[src/verilog/oms_defines.vh]
`ifndef OMS_DEFINES_VH
`define OMS_DEFINES_VH
// Register addresses
`define OMS_ADDR_CONFIG      7'h00
`define OMS_ADDR_STATUS      7'h01
`define OMS_ADDR_VMOTION     7'h02
`define OMS_ADDR_HMOTION     7'h03
`define OMS_ADDR_SURFACE_QUALITY       7'h04
`define OMS_ADDR_BRIGHT      7'h05
`define OMS_ADDR_DARK        7'h06
`define OMS_ADDR_PSUM        7'h07
`define OMS_ADDR_DUMP        7'h08
`define OMS_ADDR_EXP_HI      7'h09
`define OMS_ADDR_EXP_LO      7'h0A
`define OMS_ADDR_INV_ID      7'h11
// Configuration field positions
`define OMS_CFG_SOFT_RESET   7
`define OMS_CFG_POWERDOWN    6
`define OMS_CFG_STAY_AWAKE   0
// Writable configuration bits (reserved ones masked off)
`define OMS_CFG_WMASK        8'h41
`define OMS_CFG_RESET        8'h00
// Part code; value is arbitrary
`define OMS_PART_CODE        3'h5
// Frame and sleep timing
`define OMS_FRAME_RATE       1500
`define OMS_SLEEP_MS         1000
`define OMS_SLEEP_FRAMES     (`OMS_FRAME_RATE * `OMS_SLEEP_MS / 1000)
`define OMS_CLK_HZ           100000000
`define OMS_FRAME_CYCLES     (`OMS_CLK_HZ / `OMS_FRAME_RATE)
// Serial transfer width
`define OMS_BITS_PER_XFER    16
`endif

[src/verilog/oms_regs.v]
`timescale 1ns/1ps
`include "oms_defines.vh"
module oms_regs (
    input  wire       i_sys_clk,        // System clock, 100 MHz
    input  wire       i_rst,            // Async reset, active high
    input  wire       i_sck,            // Serial clock from host
    input  wire       i_sdio,           // Serial data pin, input side
    output reg        o_sdio,           // Serial data pin, output side
    output reg        o_sdio_oe,        // Serial data drive enable, high drives
    input  wire       i_motion_valid,   // One-cycle motion sample strobe
    input  wire [7:0] i_motion_dy,      // Signed vertical step
    input  wire [7:0] i_motion_dx,      // Signed horizontal step
    input  wire       i_frame_valid,    // One-cycle frame statistics strobe
    input  wire [8:0] i_feature_count,  // Features seen in frame
    input  wire [5:0] i_max_pixel,      // Brightest pixel of frame
    input  wire [5:0] i_min_pixel,      // Darkest pixel of frame
    input  wire [7:0] i_pixel_sum,      // Frame brightness total
    input  wire [7:0] i_pixel_data,     // Next image dump byte
    input  wire [15:0] i_exposure,      // Exposure value
    output wire       o_analog_pd,      // Analog power-down level
    output reg        o_awake,          // Sensor awake level
    output reg        o_part_reset,     // One-cycle soft reset pulse
    output reg        o_dump_restart,   // One-cycle pulse on dump write
    output reg        o_dump_advance    // One-cycle pulse on dump read
);
    localparam ST_ADDR = 2'h0;
    localparam ST_WDAT = 2'h1;
    localparam ST_RDAT = 2'h2;

    reg  [1:0]  state;
    reg  [3:0]  bit_cnt;
    reg  [7:0]  shift;
    reg  [6:0]  addr;
    reg         sck_q;
    reg  [7:0]  sensor_config;
    reg  [7:0]  vertical_motion;
    reg  [7:0]  horizontal_motion;
    reg  [7:0]  surface_quality;
    reg  [5:0]  brightest_pixel;
    reg  [5:0]  darkest_pixel;
    reg  [7:0]  frame_brightness_total;
    reg  [15:0] exposure;
    reg  [7:0]  rd_data;
    reg  [7:0]  rd_shift;
    reg  [31:0] frame_cnt;
    reg  [15:0] idle_frames;
    reg         wr_stb;
    reg         rd_stb;
    wire        sck_s;
    wire        sdio_s;
    wire        sck_rise;
    wire        sck_fall;
    wire [7:0]  part_code_field;

    assign part_code_field = {`OMS_PART_CODE, 5'h00};

    // Serial clock and data cross into the system domain here.
    // The host parks SCK high between frames. The clock synchroniser
    // therefore resets to high as well: a low reset value would make the
    // first clocks after reset look like a rising edge, and that phantom
    // edge would shift one stray bit into the address and put every later
    // frame out of step with the host until the next reset.
    oms_sync3 #(
        .IDLE      (1'b1)
    ) u_sync_sck (
        .i_sys_clk (i_sys_clk),
        .i_rst     (i_rst),
        .i_async   (i_sck),
        .o_level   (sck_s)
    );
    oms_sync3 u_sync_sdio (
        .i_sys_clk (i_sys_clk),
        .i_rst     (i_rst),
        .i_async   (i_sdio),
        .o_level   (sdio_s)
    );

    assign sck_rise = sck_s & ~sck_q;
    assign sck_fall = ~sck_s & sck_q;
    assign o_analog_pd = sensor_config[`OMS_CFG_POWERDOWN];

    // Read mux; unmapped addresses give zero.
    // The mux is combinational and is only sampled on the first data rise
    // of a read, so the whole byte comes from one instant. This keeps a
    // motion step that lands in the middle of a read from tearing the byte
    // that goes out on the wire.
    // Reserved configuration bits and the self-clearing reset bit are
    // masked here, so the host never reads back a one that it cannot
    // clear. Status bits 4 to 1 are reserved and read zero.
    // The inverse part code lets the host test the port for stuck lines.
    always @* begin
        case (addr)
            `OMS_ADDR_CONFIG:  rd_data = sensor_config & `OMS_CFG_WMASK;
            `OMS_ADDR_STATUS:  rd_data = part_code_field | {7'h00, o_awake};
            `OMS_ADDR_VMOTION: rd_data = vertical_motion;
            `OMS_ADDR_HMOTION: rd_data = horizontal_motion;
            `OMS_ADDR_SURFACE_QUALITY:   rd_data = surface_quality;
            `OMS_ADDR_BRIGHT:  rd_data = {2'h0, brightest_pixel};
            `OMS_ADDR_DARK:    rd_data = {2'h0, darkest_pixel};
            `OMS_ADDR_PSUM:    rd_data = frame_brightness_total;
            `OMS_ADDR_DUMP:    rd_data = i_pixel_data;
            `OMS_ADDR_EXP_HI:  rd_data = exposure[15:8];
            `OMS_ADDR_EXP_LO:  rd_data = exposure[7:0];
            `OMS_ADDR_INV_ID:  rd_data = ~part_code_field;
            default:           rd_data = 8'h00;
        endcase
    end

    // Frame layout as seen on the wire, one bit per SCK rise, MSB first:
    //   rise 1      direction, 1 for a write and 0 for a read
    //   rises 2-8   register address
    //   rises 9-16  data, from the host on a write, from us on a read
    // The host changes SDIO while SCK is low and we sample on the rise.
    // On a read we start driving only after the first data rise, so the
    // host has the whole low phase after the address to let go of the
    // line. We keep driving the last data bit until the next falling SCK,
    // which is the start of the following frame; the host must not drive
    // SDIO before that edge or the two sides fight over the wire.
    // Both pins come through the three-stage synchronisers, so an edge is
    // seen roughly four system clocks after it happens on the pin. This
    // bounds how fast the host may toggle SCK: edges closer than about
    // two system clocks apart can be merged or lost.
    // There is no transaction timer. If a noise edge puts the engine out
    // of step, the host recovers by a soft reset or by the hard reset;
    // power-down also resyncs it but then needs the hard reset to clear.
    // Trade-off: power-down holds the engine idle, which releases SDIO at
    // once but also means the host cannot clear power-down over the wire.
    //
    // Serial engine: 1 direction bit, 7 address bits, 8 data bits
    // Sampling on rising SCK; read data is also shifted out on rising SCK
    always @(posedge i_sys_clk or posedge i_rst) begin
        if (i_rst) begin
            sck_q     <= 1'b1;
            state     <= ST_ADDR;
            bit_cnt   <= 4'h0;
            shift     <= 8'h00;
            addr      <= 7'h00;
            rd_shift  <= 8'h00;
            o_sdio    <= 1'b0;
            o_sdio_oe <= 1'b0;
            wr_stb    <= 1'b0;
            rd_stb    <= 1'b0;
        end else begin
            sck_q  <= sck_s;
            wr_stb <= 1'b0;
            rd_stb <= 1'b0;
            if (o_part_reset || sensor_config[`OMS_CFG_POWERDOWN]) begin
                // Power-down releases the pin and resyncs the port
                state     <= ST_ADDR;
                bit_cnt   <= 4'h0;
                o_sdio_oe <= 1'b0;
            end else begin
                case (state)
                    ST_ADDR: begin
                        if (sck_fall) begin
                            o_sdio_oe <= 1'b0;
                        end
                        if (sck_rise) begin
                            shift   <= {shift[6:0], sdio_s};
                            bit_cnt <= bit_cnt + 4'h1;
                            if (bit_cnt == 4'h7) begin
                                addr    <= {shift[5:0], sdio_s};
                                bit_cnt <= 4'h0;
                                state   <= shift[6] ? ST_WDAT : ST_RDAT;
                            end
                        end
                    end
                    ST_WDAT: begin
                        if (sck_rise) begin
                            shift   <= {shift[6:0], sdio_s};
                            bit_cnt <= bit_cnt + 4'h1;
                            if (bit_cnt == 4'h7) begin
                                bit_cnt <= 4'h0;
                                wr_stb  <= 1'b1;
                                state   <= ST_ADDR;
                            end
                        end
                    end
                    ST_RDAT: begin
                        // Device drives after the next rising edge
                        if (sck_rise) begin
                            if (bit_cnt == 4'h0) begin
                                o_sdio   <= rd_data[7];
                                rd_shift <= {rd_data[6:0], 1'b0};
                                rd_stb   <= 1'b1;
                            end else begin
                                o_sdio   <= rd_shift[7];
                                rd_shift <= {rd_shift[6:0], 1'b0};
                            end
                            o_sdio_oe <= 1'b1;
                            bit_cnt   <= bit_cnt + 4'h1;
                            if (bit_cnt == 4'h7) begin
                                bit_cnt <= 4'h0;
                                state   <= ST_ADDR;
                            end
                        end
                    end
                    default: begin
                        state <= ST_ADDR;
                    end
                endcase
            end
        end
    end

    // Configuration register and side-effect pulses.
    // A write with the reset bit set also keeps the other writable bits,
    // and the reset bit drops again on the clock after the pulse, so the
    // host never has to write it back to zero.
    // When the self-clear and a new write fall in one cycle the write is
    // applied last and wins, so no host write is ever lost.
    // Writes to read-only or unmapped addresses fall into the default
    // branch and leave the register as it was.
    always @(posedge i_sys_clk or posedge i_rst) begin
        if (i_rst) begin
            sensor_config  <= `OMS_CFG_RESET;
            o_part_reset   <= 1'b0;
            o_dump_restart <= 1'b0;
            o_dump_advance <= 1'b0;
        end else begin
            o_part_reset   <= 1'b0;
            o_dump_restart <= 1'b0;
            o_dump_advance <= rd_stb && (addr == `OMS_ADDR_DUMP);
            if (o_part_reset) begin
                sensor_config[`OMS_CFG_SOFT_RESET] <= 1'b0;
            end
            if (wr_stb) begin
                case (addr)
                    `OMS_ADDR_CONFIG: begin
                        // Other bits written with reset are kept
                        sensor_config <= (shift & `OMS_CFG_WMASK)
                                       | {shift[`OMS_CFG_SOFT_RESET], 7'h00};
                        o_part_reset  <= shift[`OMS_CFG_SOFT_RESET];
                    end
                    `OMS_ADDR_DUMP: begin
                        o_dump_restart <= 1'b1;
                    end
                    default: begin
                        sensor_config <= sensor_config;
                    end
                endcase
            end
        end
    end

    // Motion accumulators; a new step in the read cycle survives the clear.
    // The accumulators wrap in eight bits: a host that polls too slowly
    // during fast motion sees a wrapped count, not a saturated one.
    // Limitation: the host must read often enough to avoid that wrap.
    always @(posedge i_sys_clk or posedge i_rst) begin
        if (i_rst) begin
            vertical_motion   <= 8'h00;
            horizontal_motion <= 8'h00;
        end else begin
            if (rd_stb && addr == `OMS_ADDR_VMOTION) begin
                vertical_motion <= i_motion_valid ? i_motion_dy : 8'h00;
            end else if (i_motion_valid) begin
                vertical_motion <= vertical_motion + i_motion_dy;
            end
            if (rd_stb && addr == `OMS_ADDR_HMOTION) begin
                horizontal_motion <= i_motion_valid ? i_motion_dx : 8'h00;
            end else if (i_motion_valid) begin
                horizontal_motion <= horizontal_motion + i_motion_dx;
            end
            if (o_part_reset) begin
                vertical_motion   <= 8'h00;
                horizontal_motion <= 8'h00;
            end
        end
    end

    // Frame statistics latched once per frame
    always @(posedge i_sys_clk or posedge i_rst) begin
        if (i_rst) begin
            surface_quality        <= 8'h00;
            brightest_pixel        <= 6'h00;
            darkest_pixel          <= 6'h00;
            frame_brightness_total <= 8'h00;
            exposure               <= 16'h0100;
        end else if (i_frame_valid) begin
            surface_quality        <= i_feature_count[8:1];
            brightest_pixel        <= i_max_pixel;
            darkest_pixel          <= i_min_pixel;
            frame_brightness_total <= i_pixel_sum;
            exposure               <= i_exposure;
        end
    end

    // Sleep timer: count frames with no motion, wake on motion.
    // The frame tick is a free-running divider of the system clock. The
    // stay-awake bit holds the idle count at zero; a soft reset clears it.
    // A step of zero in both axes does not count as motion, so a still
    // sensor still falls asleep after the full idle time.
    // Limitation: the idle time is long in system clocks, so only the
    // stay-awake path is cheap to exercise in simulation.
    always @(posedge i_sys_clk or posedge i_rst) begin
        if (i_rst) begin
            frame_cnt   <= 32'h0;
            idle_frames <= 16'h0;
            o_awake     <= 1'b1;
        end else begin
            if (frame_cnt >= `OMS_FRAME_CYCLES - 1) begin
                frame_cnt <= 32'h0;
            end else begin
                frame_cnt <= frame_cnt + 32'h1;
            end
            if (sensor_config[`OMS_CFG_STAY_AWAKE] || o_part_reset ||
                (i_motion_valid && (i_motion_dx != 8'h00 || i_motion_dy != 8'h00))) begin
                idle_frames <= 16'h0;
                o_awake     <= 1'b1;
            end else if (frame_cnt == 32'h0) begin
                if (idle_frames >= `OMS_SLEEP_FRAMES - 1) begin
                    o_awake <= 1'b0;
                end else begin
                    idle_frames <= idle_frames + 16'h1;
                end
            end
        end
    end
endmodule // oms_regs

[src/verilog/oms_sync3.v]
`timescale 1ns/1ps
// Three-stage synchroniser; output changes when stages two and three agree
// IDLE sets the reset level of every stage, so a pin that idles high
// does not show a false edge on the first clocks after reset
module oms_sync3 #(
    parameter [0:0] IDLE = 1'b0  // Reset level, matches the pin's idle level
) (
    input  wire i_sys_clk,   // System clock
    input  wire i_rst,       // Async reset, active high
    input  wire i_async,     // Asynchronous input
    output reg  o_level      // Filtered synchronous level
);
    reg s1;
    reg s2;
    reg s3;

    // Stage one feeds only stage two
    always @(posedge i_sys_clk or posedge i_rst) begin
        if (i_rst) begin
            s1      <= IDLE;
            s2      <= IDLE;
            s3      <= IDLE;
            o_level <= IDLE;
        end else begin
            s1 <= i_async;
            s2 <= s1;
            s3 <= s2;
            if (s2 == s3) begin
                o_level <= s3;
            end
        end
    end
endmodule // oms_sync3
[config.mk]
export PLATFORM = sky130hd
export DESIGN_NAME = oms_regs
export DESIGN_NICKNAME = d
export VERILOG_FILES = /design/src/verilog/oms_regs.v /design/src/verilog/oms_sync3.v
export VERILOG_INCLUDE_DIRS = /design/src /design/src/verilog
export SDC_FILE = /design/constraint.sdc
export NUM_CORES = 1
export LEC_CHECK = 0
export ABC_AREA = 1
export BUFFER_PORTS_ARGS = -buffer_cell sky130_fd_sc_hd__buf_2
export CAP_MARGIN = 20
export CORE_ASPECT_RATIO = 1.5
export CORE_UTILIZATION = 30
export CTS_BUF_LIST = sky130_fd_sc_hd__clkbuf_8
export DETAILED_ROUTE_END_ITERATION = 8
export PLACE_DENSITY = 0.48
export SLEW_MARGIN = 20
export SYNTH_ARGS = -nofsm -noshare
export SYNTH_HDL_FRONTEND = slang
export SYNTH_SLANG_ARGS = --single-unit
export TNS_END_PERCENT = 5
[constraint.sdc]
create_clock -name i_sys_clk -period 4.2 [get_ports i_sys_clk]
set_clock_uncertainty 0.1 [all_clocks]
set_input_delay 0.21 -clock i_sys_clk [delete_from_list [all_inputs] [get_ports i_sys_clk]]
set_output_delay 0.21 -clock i_sys_clk [all_outputs]
set_load 0.05 [all_outputs]
==> results of run 1 <==
sequential cells by signal (all words and copies together) (netlist names), 2 cells and up:
register and flops:
surface_quality 8, horizontal_motion 8, frame_brightness_total 8, frame_cnt 32, exposure 16, idle_frames 16
sensor_config 2, darkest_pixel 6, state 2, rd_shift 7, vertical_motion 8, bit_cnt 4
brightest_pixel 6, shift 8, addr 7
final timing paths:
path                       slack (ns)                      from                              to  cells past startpoint
max                              2.03            i_motion_dx[1]      idle_frames[8]$_DFFE_PP0P_                      8
min                              0.03            i_motion_valid  vertical_motion[2]$_DFFE_PP0P_                      3
max reg2reg                      2.17       addr[5]$_DFFE_PP0P_         rd_shift[4]$_DFFE_PP0P_                     10
min reg2reg                      0.25  u_sync_sdio.s1$_DFF_PP0_        u_sync_sdio.s2$_DFF_PP0_                      0
max in group asynchronous        2.99                     i_rst            state[1]$_DFFE_PP0P_                      4
min in group asynchronous        0.13                     i_rst          frame_cnt[5]$_DFF_PP0_                      3
layout make-up:
cell class | count | area share [%]
clock buffers | 19 | 2.65
inverters | 90 | 3.52
multi-input cells | 679 | 38.5
clock inverters | 13 | 1.12
flip-flops and latches | 155 | 39.4
repair buffers | 143 | 10.5
well taps | 337 | 4.28
timing repair:
| item | 4_1_cts | 5_1_grt |
|---|---|---|
| endpoints found under the hold margin | 69 | 0 |
| hold buffers | 60 | 0 |
| gates resized for setup | 0 | 0 |
cell usage in the layout (no fill, tap or decap), types with 3 or more instances in the layout:
cell type	count
clkbuf_8	19
a21oi_1	29
clkinv_4	5
o31ai_1	5
inv_6	4
dfstp_2	7
conb_1	15
inv_2	8
mux2_2	39
nor3_1	5
o21bai_1	4
nor2_4	6
nand4_1	13
ha_1	24
nor2_1	121
o22ai_1	3
nor2_2	10
nand3_2	4
o21ai_1	7
xor2_1	20
nand2_2	9
dfrtp_1	148
dlygate4sd3_1	60
o21ai_0	37
buf_2	80
nand3_1	105
inv_1	80
xnor2_1	8
o211ai_1	5
nand2_1	184
critical path, stage by stage:
cell           delay (ns)
dlygate4sd3_1        0.53
buf_2                0.15
nor4_1               0.47
nand3_2              0.21
a21oi_4              0.41
nand2_2              0.26
nand2_1              0.12
nand2_1              0.06
power breakdown:
| group | switching (mW) | leakage (nW) | internal [mW] |
|---|---|---|---|
| registers | 0.212 | 1.93 | 1.75 |
| clock network | 0.619 | 0.191 | 0.455 |
| logic | 1.07 | 2.51 | 0.608 |
kinds of logic after synthesis:
logic type	Yosys count	synth area share, %
buffers and inverters	112	6.08
xor gates and xnor gates	28	3.02
adders and majority gates	28	4.44
other	1	0.0462
AOI/OAI and AO/OA	98	6.92
DFF	155	47.9
and+or+nand+nor	470	26.1
muxes	40	5.53
per-stage QoR:
| stage | area [µm²] | total power [mW] | instances | hold slack [ns] | utilization (%) |
|---|---|---|---|---|---|
| CTS | 9860 | 4.80 | 1436 | 0.00378 | 37.1 |
| floorplan | 8180 | 3.27 | 946 | 0.114 | - |
| detailed placement | 8880 | 3.65 | 1344 | 0.0826 | 33.4 |
| global placement | 8880 | 3.63 | 1344 | 0.0798 | 33.4 |
| finish | 9860 | 4.72 | 1436 | 0.0326 | 37.1 |
| global route | 9860 | 5.09 | 1436 | 0.0124 | 37.1 |
metal layers:
layer / global-route usage [%] / wire length [µm]
met2: 28.9 / 11100
met4: 6.39 / 503
met3: 2.76 / 426
met1: 17.7 / 8610
met5: 0 / 0
==> run metrics, run 1 <==
status finished, final reports clean; CP Class in2reg; Peak Freq 0.462 GHz; Worst Path Required 4.46 ns; first-pass GRT wire length 33400 µm; Avg Inst Size Synth 8.72 µm²; final worst-path cycle share 51.6%; DRC viols 0; vias in the first global route 6523; wirelength, routed 20600 µm; input/output buffers 80; top cells by instance count after synthesis 184 x nand2_1, 148 x dfrtp_1, 121 x nor2_1, 105 x nand3_1, 81 x inv_1; CTS root buf clkbuf_8; Core Footprint 26600 µm²; Final nets 1187; share of layout cells above drive strength 1 18.8%; row cnt 73; crit path launch type primary input; Slew headroom 29.1%; # clock sinks 155; Die Y 204 µm; unrepaired setup endpoints after global routing no; DR pass1 iterations 4; post-route ant nets 0; die footprint 27800 µm²; Lkg Pwr 4.63 nW; Clock Latency Late Sink 0.47 ns; Worst-Margin Slew 1.06 ns; Power Density 479 nW/µm²; Min-Delay Path Class in2reg; GRT overflow 0; vias per cell 4.54; distinct cell type count of the synthesized netlist 50; H-tree depth 4; critical path arrival 2.43 ns; pin count of the biggest net entering global routing 109; endpoints failing hold 0; ys async rst share 100%; fillcell total 2755; area of the multi-input gates 3790 µm²; Max Cap Violations 0; CTS max path bufs 2; Worst Setup Slack, final 2.03 ns; n_diodes 0; Clock Pin Slew Worst Setup and Hold Paths 0.09 ns; Top FF cell, synth dfrtp_1; TNS Setup 0 ns; CTS tree built; Synth top area share 45.6%; Setup violations, final 0; detailed placement HPWL 14700 µm; routability cong. 0.798; synthesized flop and latch total 155; Max rail drop VDD 265 µV; pre-CTS setup slack 2.08 ns; top-count cell post-synth nand2_1; Synth area leaders dfrtp_1 46%, nand2_1 8.5%, nand3_1 6.5%, nor2_1 5.6%, mux2_2 5.4%; Netlist Area Pre-Place 8120 µm²; # IOs 82; initial antenna violation count 0; all-layer global routing usage 15.8%; crit path max fanout 13; post-CTS setup buffer count 0; fin. max-slew vios 0; sequential area share after synthesis 47.9%; Post-synth EDFFs 0; WL per Instance 14.3 µm; Area Overhead vs Synth 21.3%; Initial Util 30.6%; Critical Path End Type flop; Num CTS Buffers 17; vias 6519; DRT iter0 DRCs 298; yosys warns 0; fin crit period 2.17 ns; Register Area 3890 µm²; Die X 136 µm; synthesized netlist cell count 932; cell type with the highest aggregate area in the netlist dfrtp_1
Note: power is estimated with default switching activity, not from simulation.
==> inputs of run 2 (changes only) <==
PLACE_DENSITY = 0.46   (was 0.48)
clock period = 2.1 ns   (was 4.2 ns; I/O delays follow)
==> run metrics, run 2 (same netlist as run 1, synthesis figures left out) <==
status finished, final reports clean; unrepaired setup endpoints after global routing no; DRT iter0 DRCs 312; design area 10200 µm²; # clock sinks 155; TNS Setup 0 ns; Core Footprint 26600 µm²; row cnt 73; combinational share of power 36.2%; routability cong. 0.817; die footprint 27800 µm²; top flop regs frame_cnt: 32 flops, exposure: 16 flops, idle_frames: 16 flops; CTS Hold Bufs 70; initial antenna violation count 0; detailed placement HPWL 15800 µm; Int Pwr 5.86 mW; buffer and inverter count on the worst path 2; clock share of power 23.7%; largest register by flop count frame_cnt; WL per Instance 14.5 µm; pin count of the biggest net entering global routing 34; Area Overhead vs Synth 25.8%; Critical Path Start addr[6]$_DFFE_PP0P_; Power Density 953 nW/µm²; fin. max-slew vios 0; crit path launch type flop; Final nets 1221; wirelength, routed 21300 µm; all-layer global routing usage 16.2%; Num CTS Buffers 17; first-pass GRT wire length 34300 µm; share of layout cells above drive strength 1 20.4%; max FFs per register 32; Min-Delay Path Class in2reg; switching part of the total power 39.8%; Worst Path Required 2.40 ns; GRT overflow 0; DR pass1 iterations 4; crit path max fanout 22; RR Startpoint addr[6]$_DFFE_PP0P_; Clock Latency Late Sink 0.48 ns; Die X 136 µm; post-CTS resize count 0; Levels on crit path 10; n_diodes 0; Switch Pwr 3.88 mW; final worst-path cycle share 90.5%; pre-CTS setup slack 0.208 ns; Lkg Pwr 4.81 nW; post-route ant nets 0; Clock Pin Slew Worst Setup and Hold Paths 0.09 ns; Initial Util 30.6%; critical-path cell list inv_2 > nand2_2 > nor2_4 > buf_4 > nand2_1 > nor2_1 > nor2_1 > nand3_1 > nand2_1 > a21oi_1; Max stage delay on crit path 0.42 ns; Critical Path End Type flop; input/output buffers 80; capturing point of the worst reg2reg path rd_shift[2]$_DFFE_PP0P_; vias in the first global route 6667; Max Cap Violations 0; CTS max path bufs 2; critical path arrival 2.20 ns; CTS tree built; post-CTS setup buffer count 0; endpoints failing hold 0; Die Y 204 µm; Slew headroom 60.7%; Final Util 38.4%; Worst-Margin Slew 0.588 ns; CTS root buf clkbuf_8; Max rail drop VDD 453 µV; hold path depth 7; DRC viols 0; Slowest cell on crit path dfrtp_1; sequential power share 40.1%; commonest non-fill, non-tap cell in the layout nand2_1; Pwr Total 9.73 mW; vias per cell 4.55; vias 6695; dpl cell area 9110 µm²; most frequent cells in the layout 184 x nand2_1, 148 x dfrtp_1, 121 x nor2_1; Worst Reg-to-Reg Cells 10; CP endpoint rd_shift[2]$_DFFE_PP0P_; Peak Freq 0.526 GHz; CP Class reg2reg; H-tree depth 4; Setup violations, final 0; # IOs 82; fin crit period 1.90 ns; cell family with the largest share of critical-path delay simple AND/OR/NAND/NOR gates; reg2reg setup slack 0.20 ns; Worst Setup Slack, final 0.199 ns
run 2: per-stage QoR:
step / hold slack, ns / std cells
2_1_floorplan: 0.00948 / 946
3_3_place_gp: 0.107 / 1368
3_5_place_dp: 0.109 / 1368
4_1_cts: 0.0201 / 1470
5_1_grt: 0.0835 / 1470
6_report: 0.0629 / 1470
run 2: worst min-delay path by stage:
stage / from / end / slack, ns
2_1_floorplan: i_sck / u_sync_sck.s1$_DFF_PP1_ / 0.009
3_3_place_gp: i_rst / exposure[3]$_DFFE_PP0P_ / 0.11
4_1_cts: i_pixel_data[4] / rd_shift[5]$_DFFE_PP0P_ / 0.02
6_report: i_pixel_data[6] / rd_shift[7]$_DFFE_PP0P_ / 0.06
5_1_grt: i_frame_valid / exposure[2]$_DFFE_PP0P_ / 0.08
3_5_place_dp: i_rst / exposure[3]$_DFFE_PP0P_ / 0.11
run 2: routing by layer:
metal | GRT usage, % | part of all wire [%] | vias up
met1 | 18.3 | 42 | 3159
li1 | - | - | 3422
met2 | 30.0 | 54 | 84
met5 | 0 | 0 | -
met4 | 6.23 | 2.3 | 0
met3 | 2.31 | 2.0 | 30
run 2: cell type report:
type | instances | area, µm²
Clock buffer | 18 | 248
Clock inverter | 14 | 151
Fill cell | 2740 | 16400
Inverter | 90 | 347
Multi-Input combinational cell | 679 | 3790
Sequential cell | 155 | 3890
Tap cell | 337 | 422
Timing Repair Buffer | 177 | 1370
run 2: power groups by stage:
| stage | combinational [mW] | sequential, mW | clock (mW) |
|---|---|---|---|
| 6_report | 3.52 | 3.90 | 2.31 |
| 5_1_grt | 4.01 | 3.97 | 2.53 |
| 4_1_cts | 3.57 | 3.91 | 2.42 |
| 3_5_place_dp | 3.44 | 3.96 | 0 |
| 3_3_place_gp | 3.42 | 3.96 | 0 |
| 2_1_floorplan | 2.64 | 3.89 | 0 |
run 2: tightest hold or removal path, cell delays in order:
cell and delay [ns]:
buf_2 0.10, nand3_1 0.07, nand3_1 0.08, nor2_1 0.04, nand2_1 0.05, nand2_1 0.04, a21oi_1 0.12
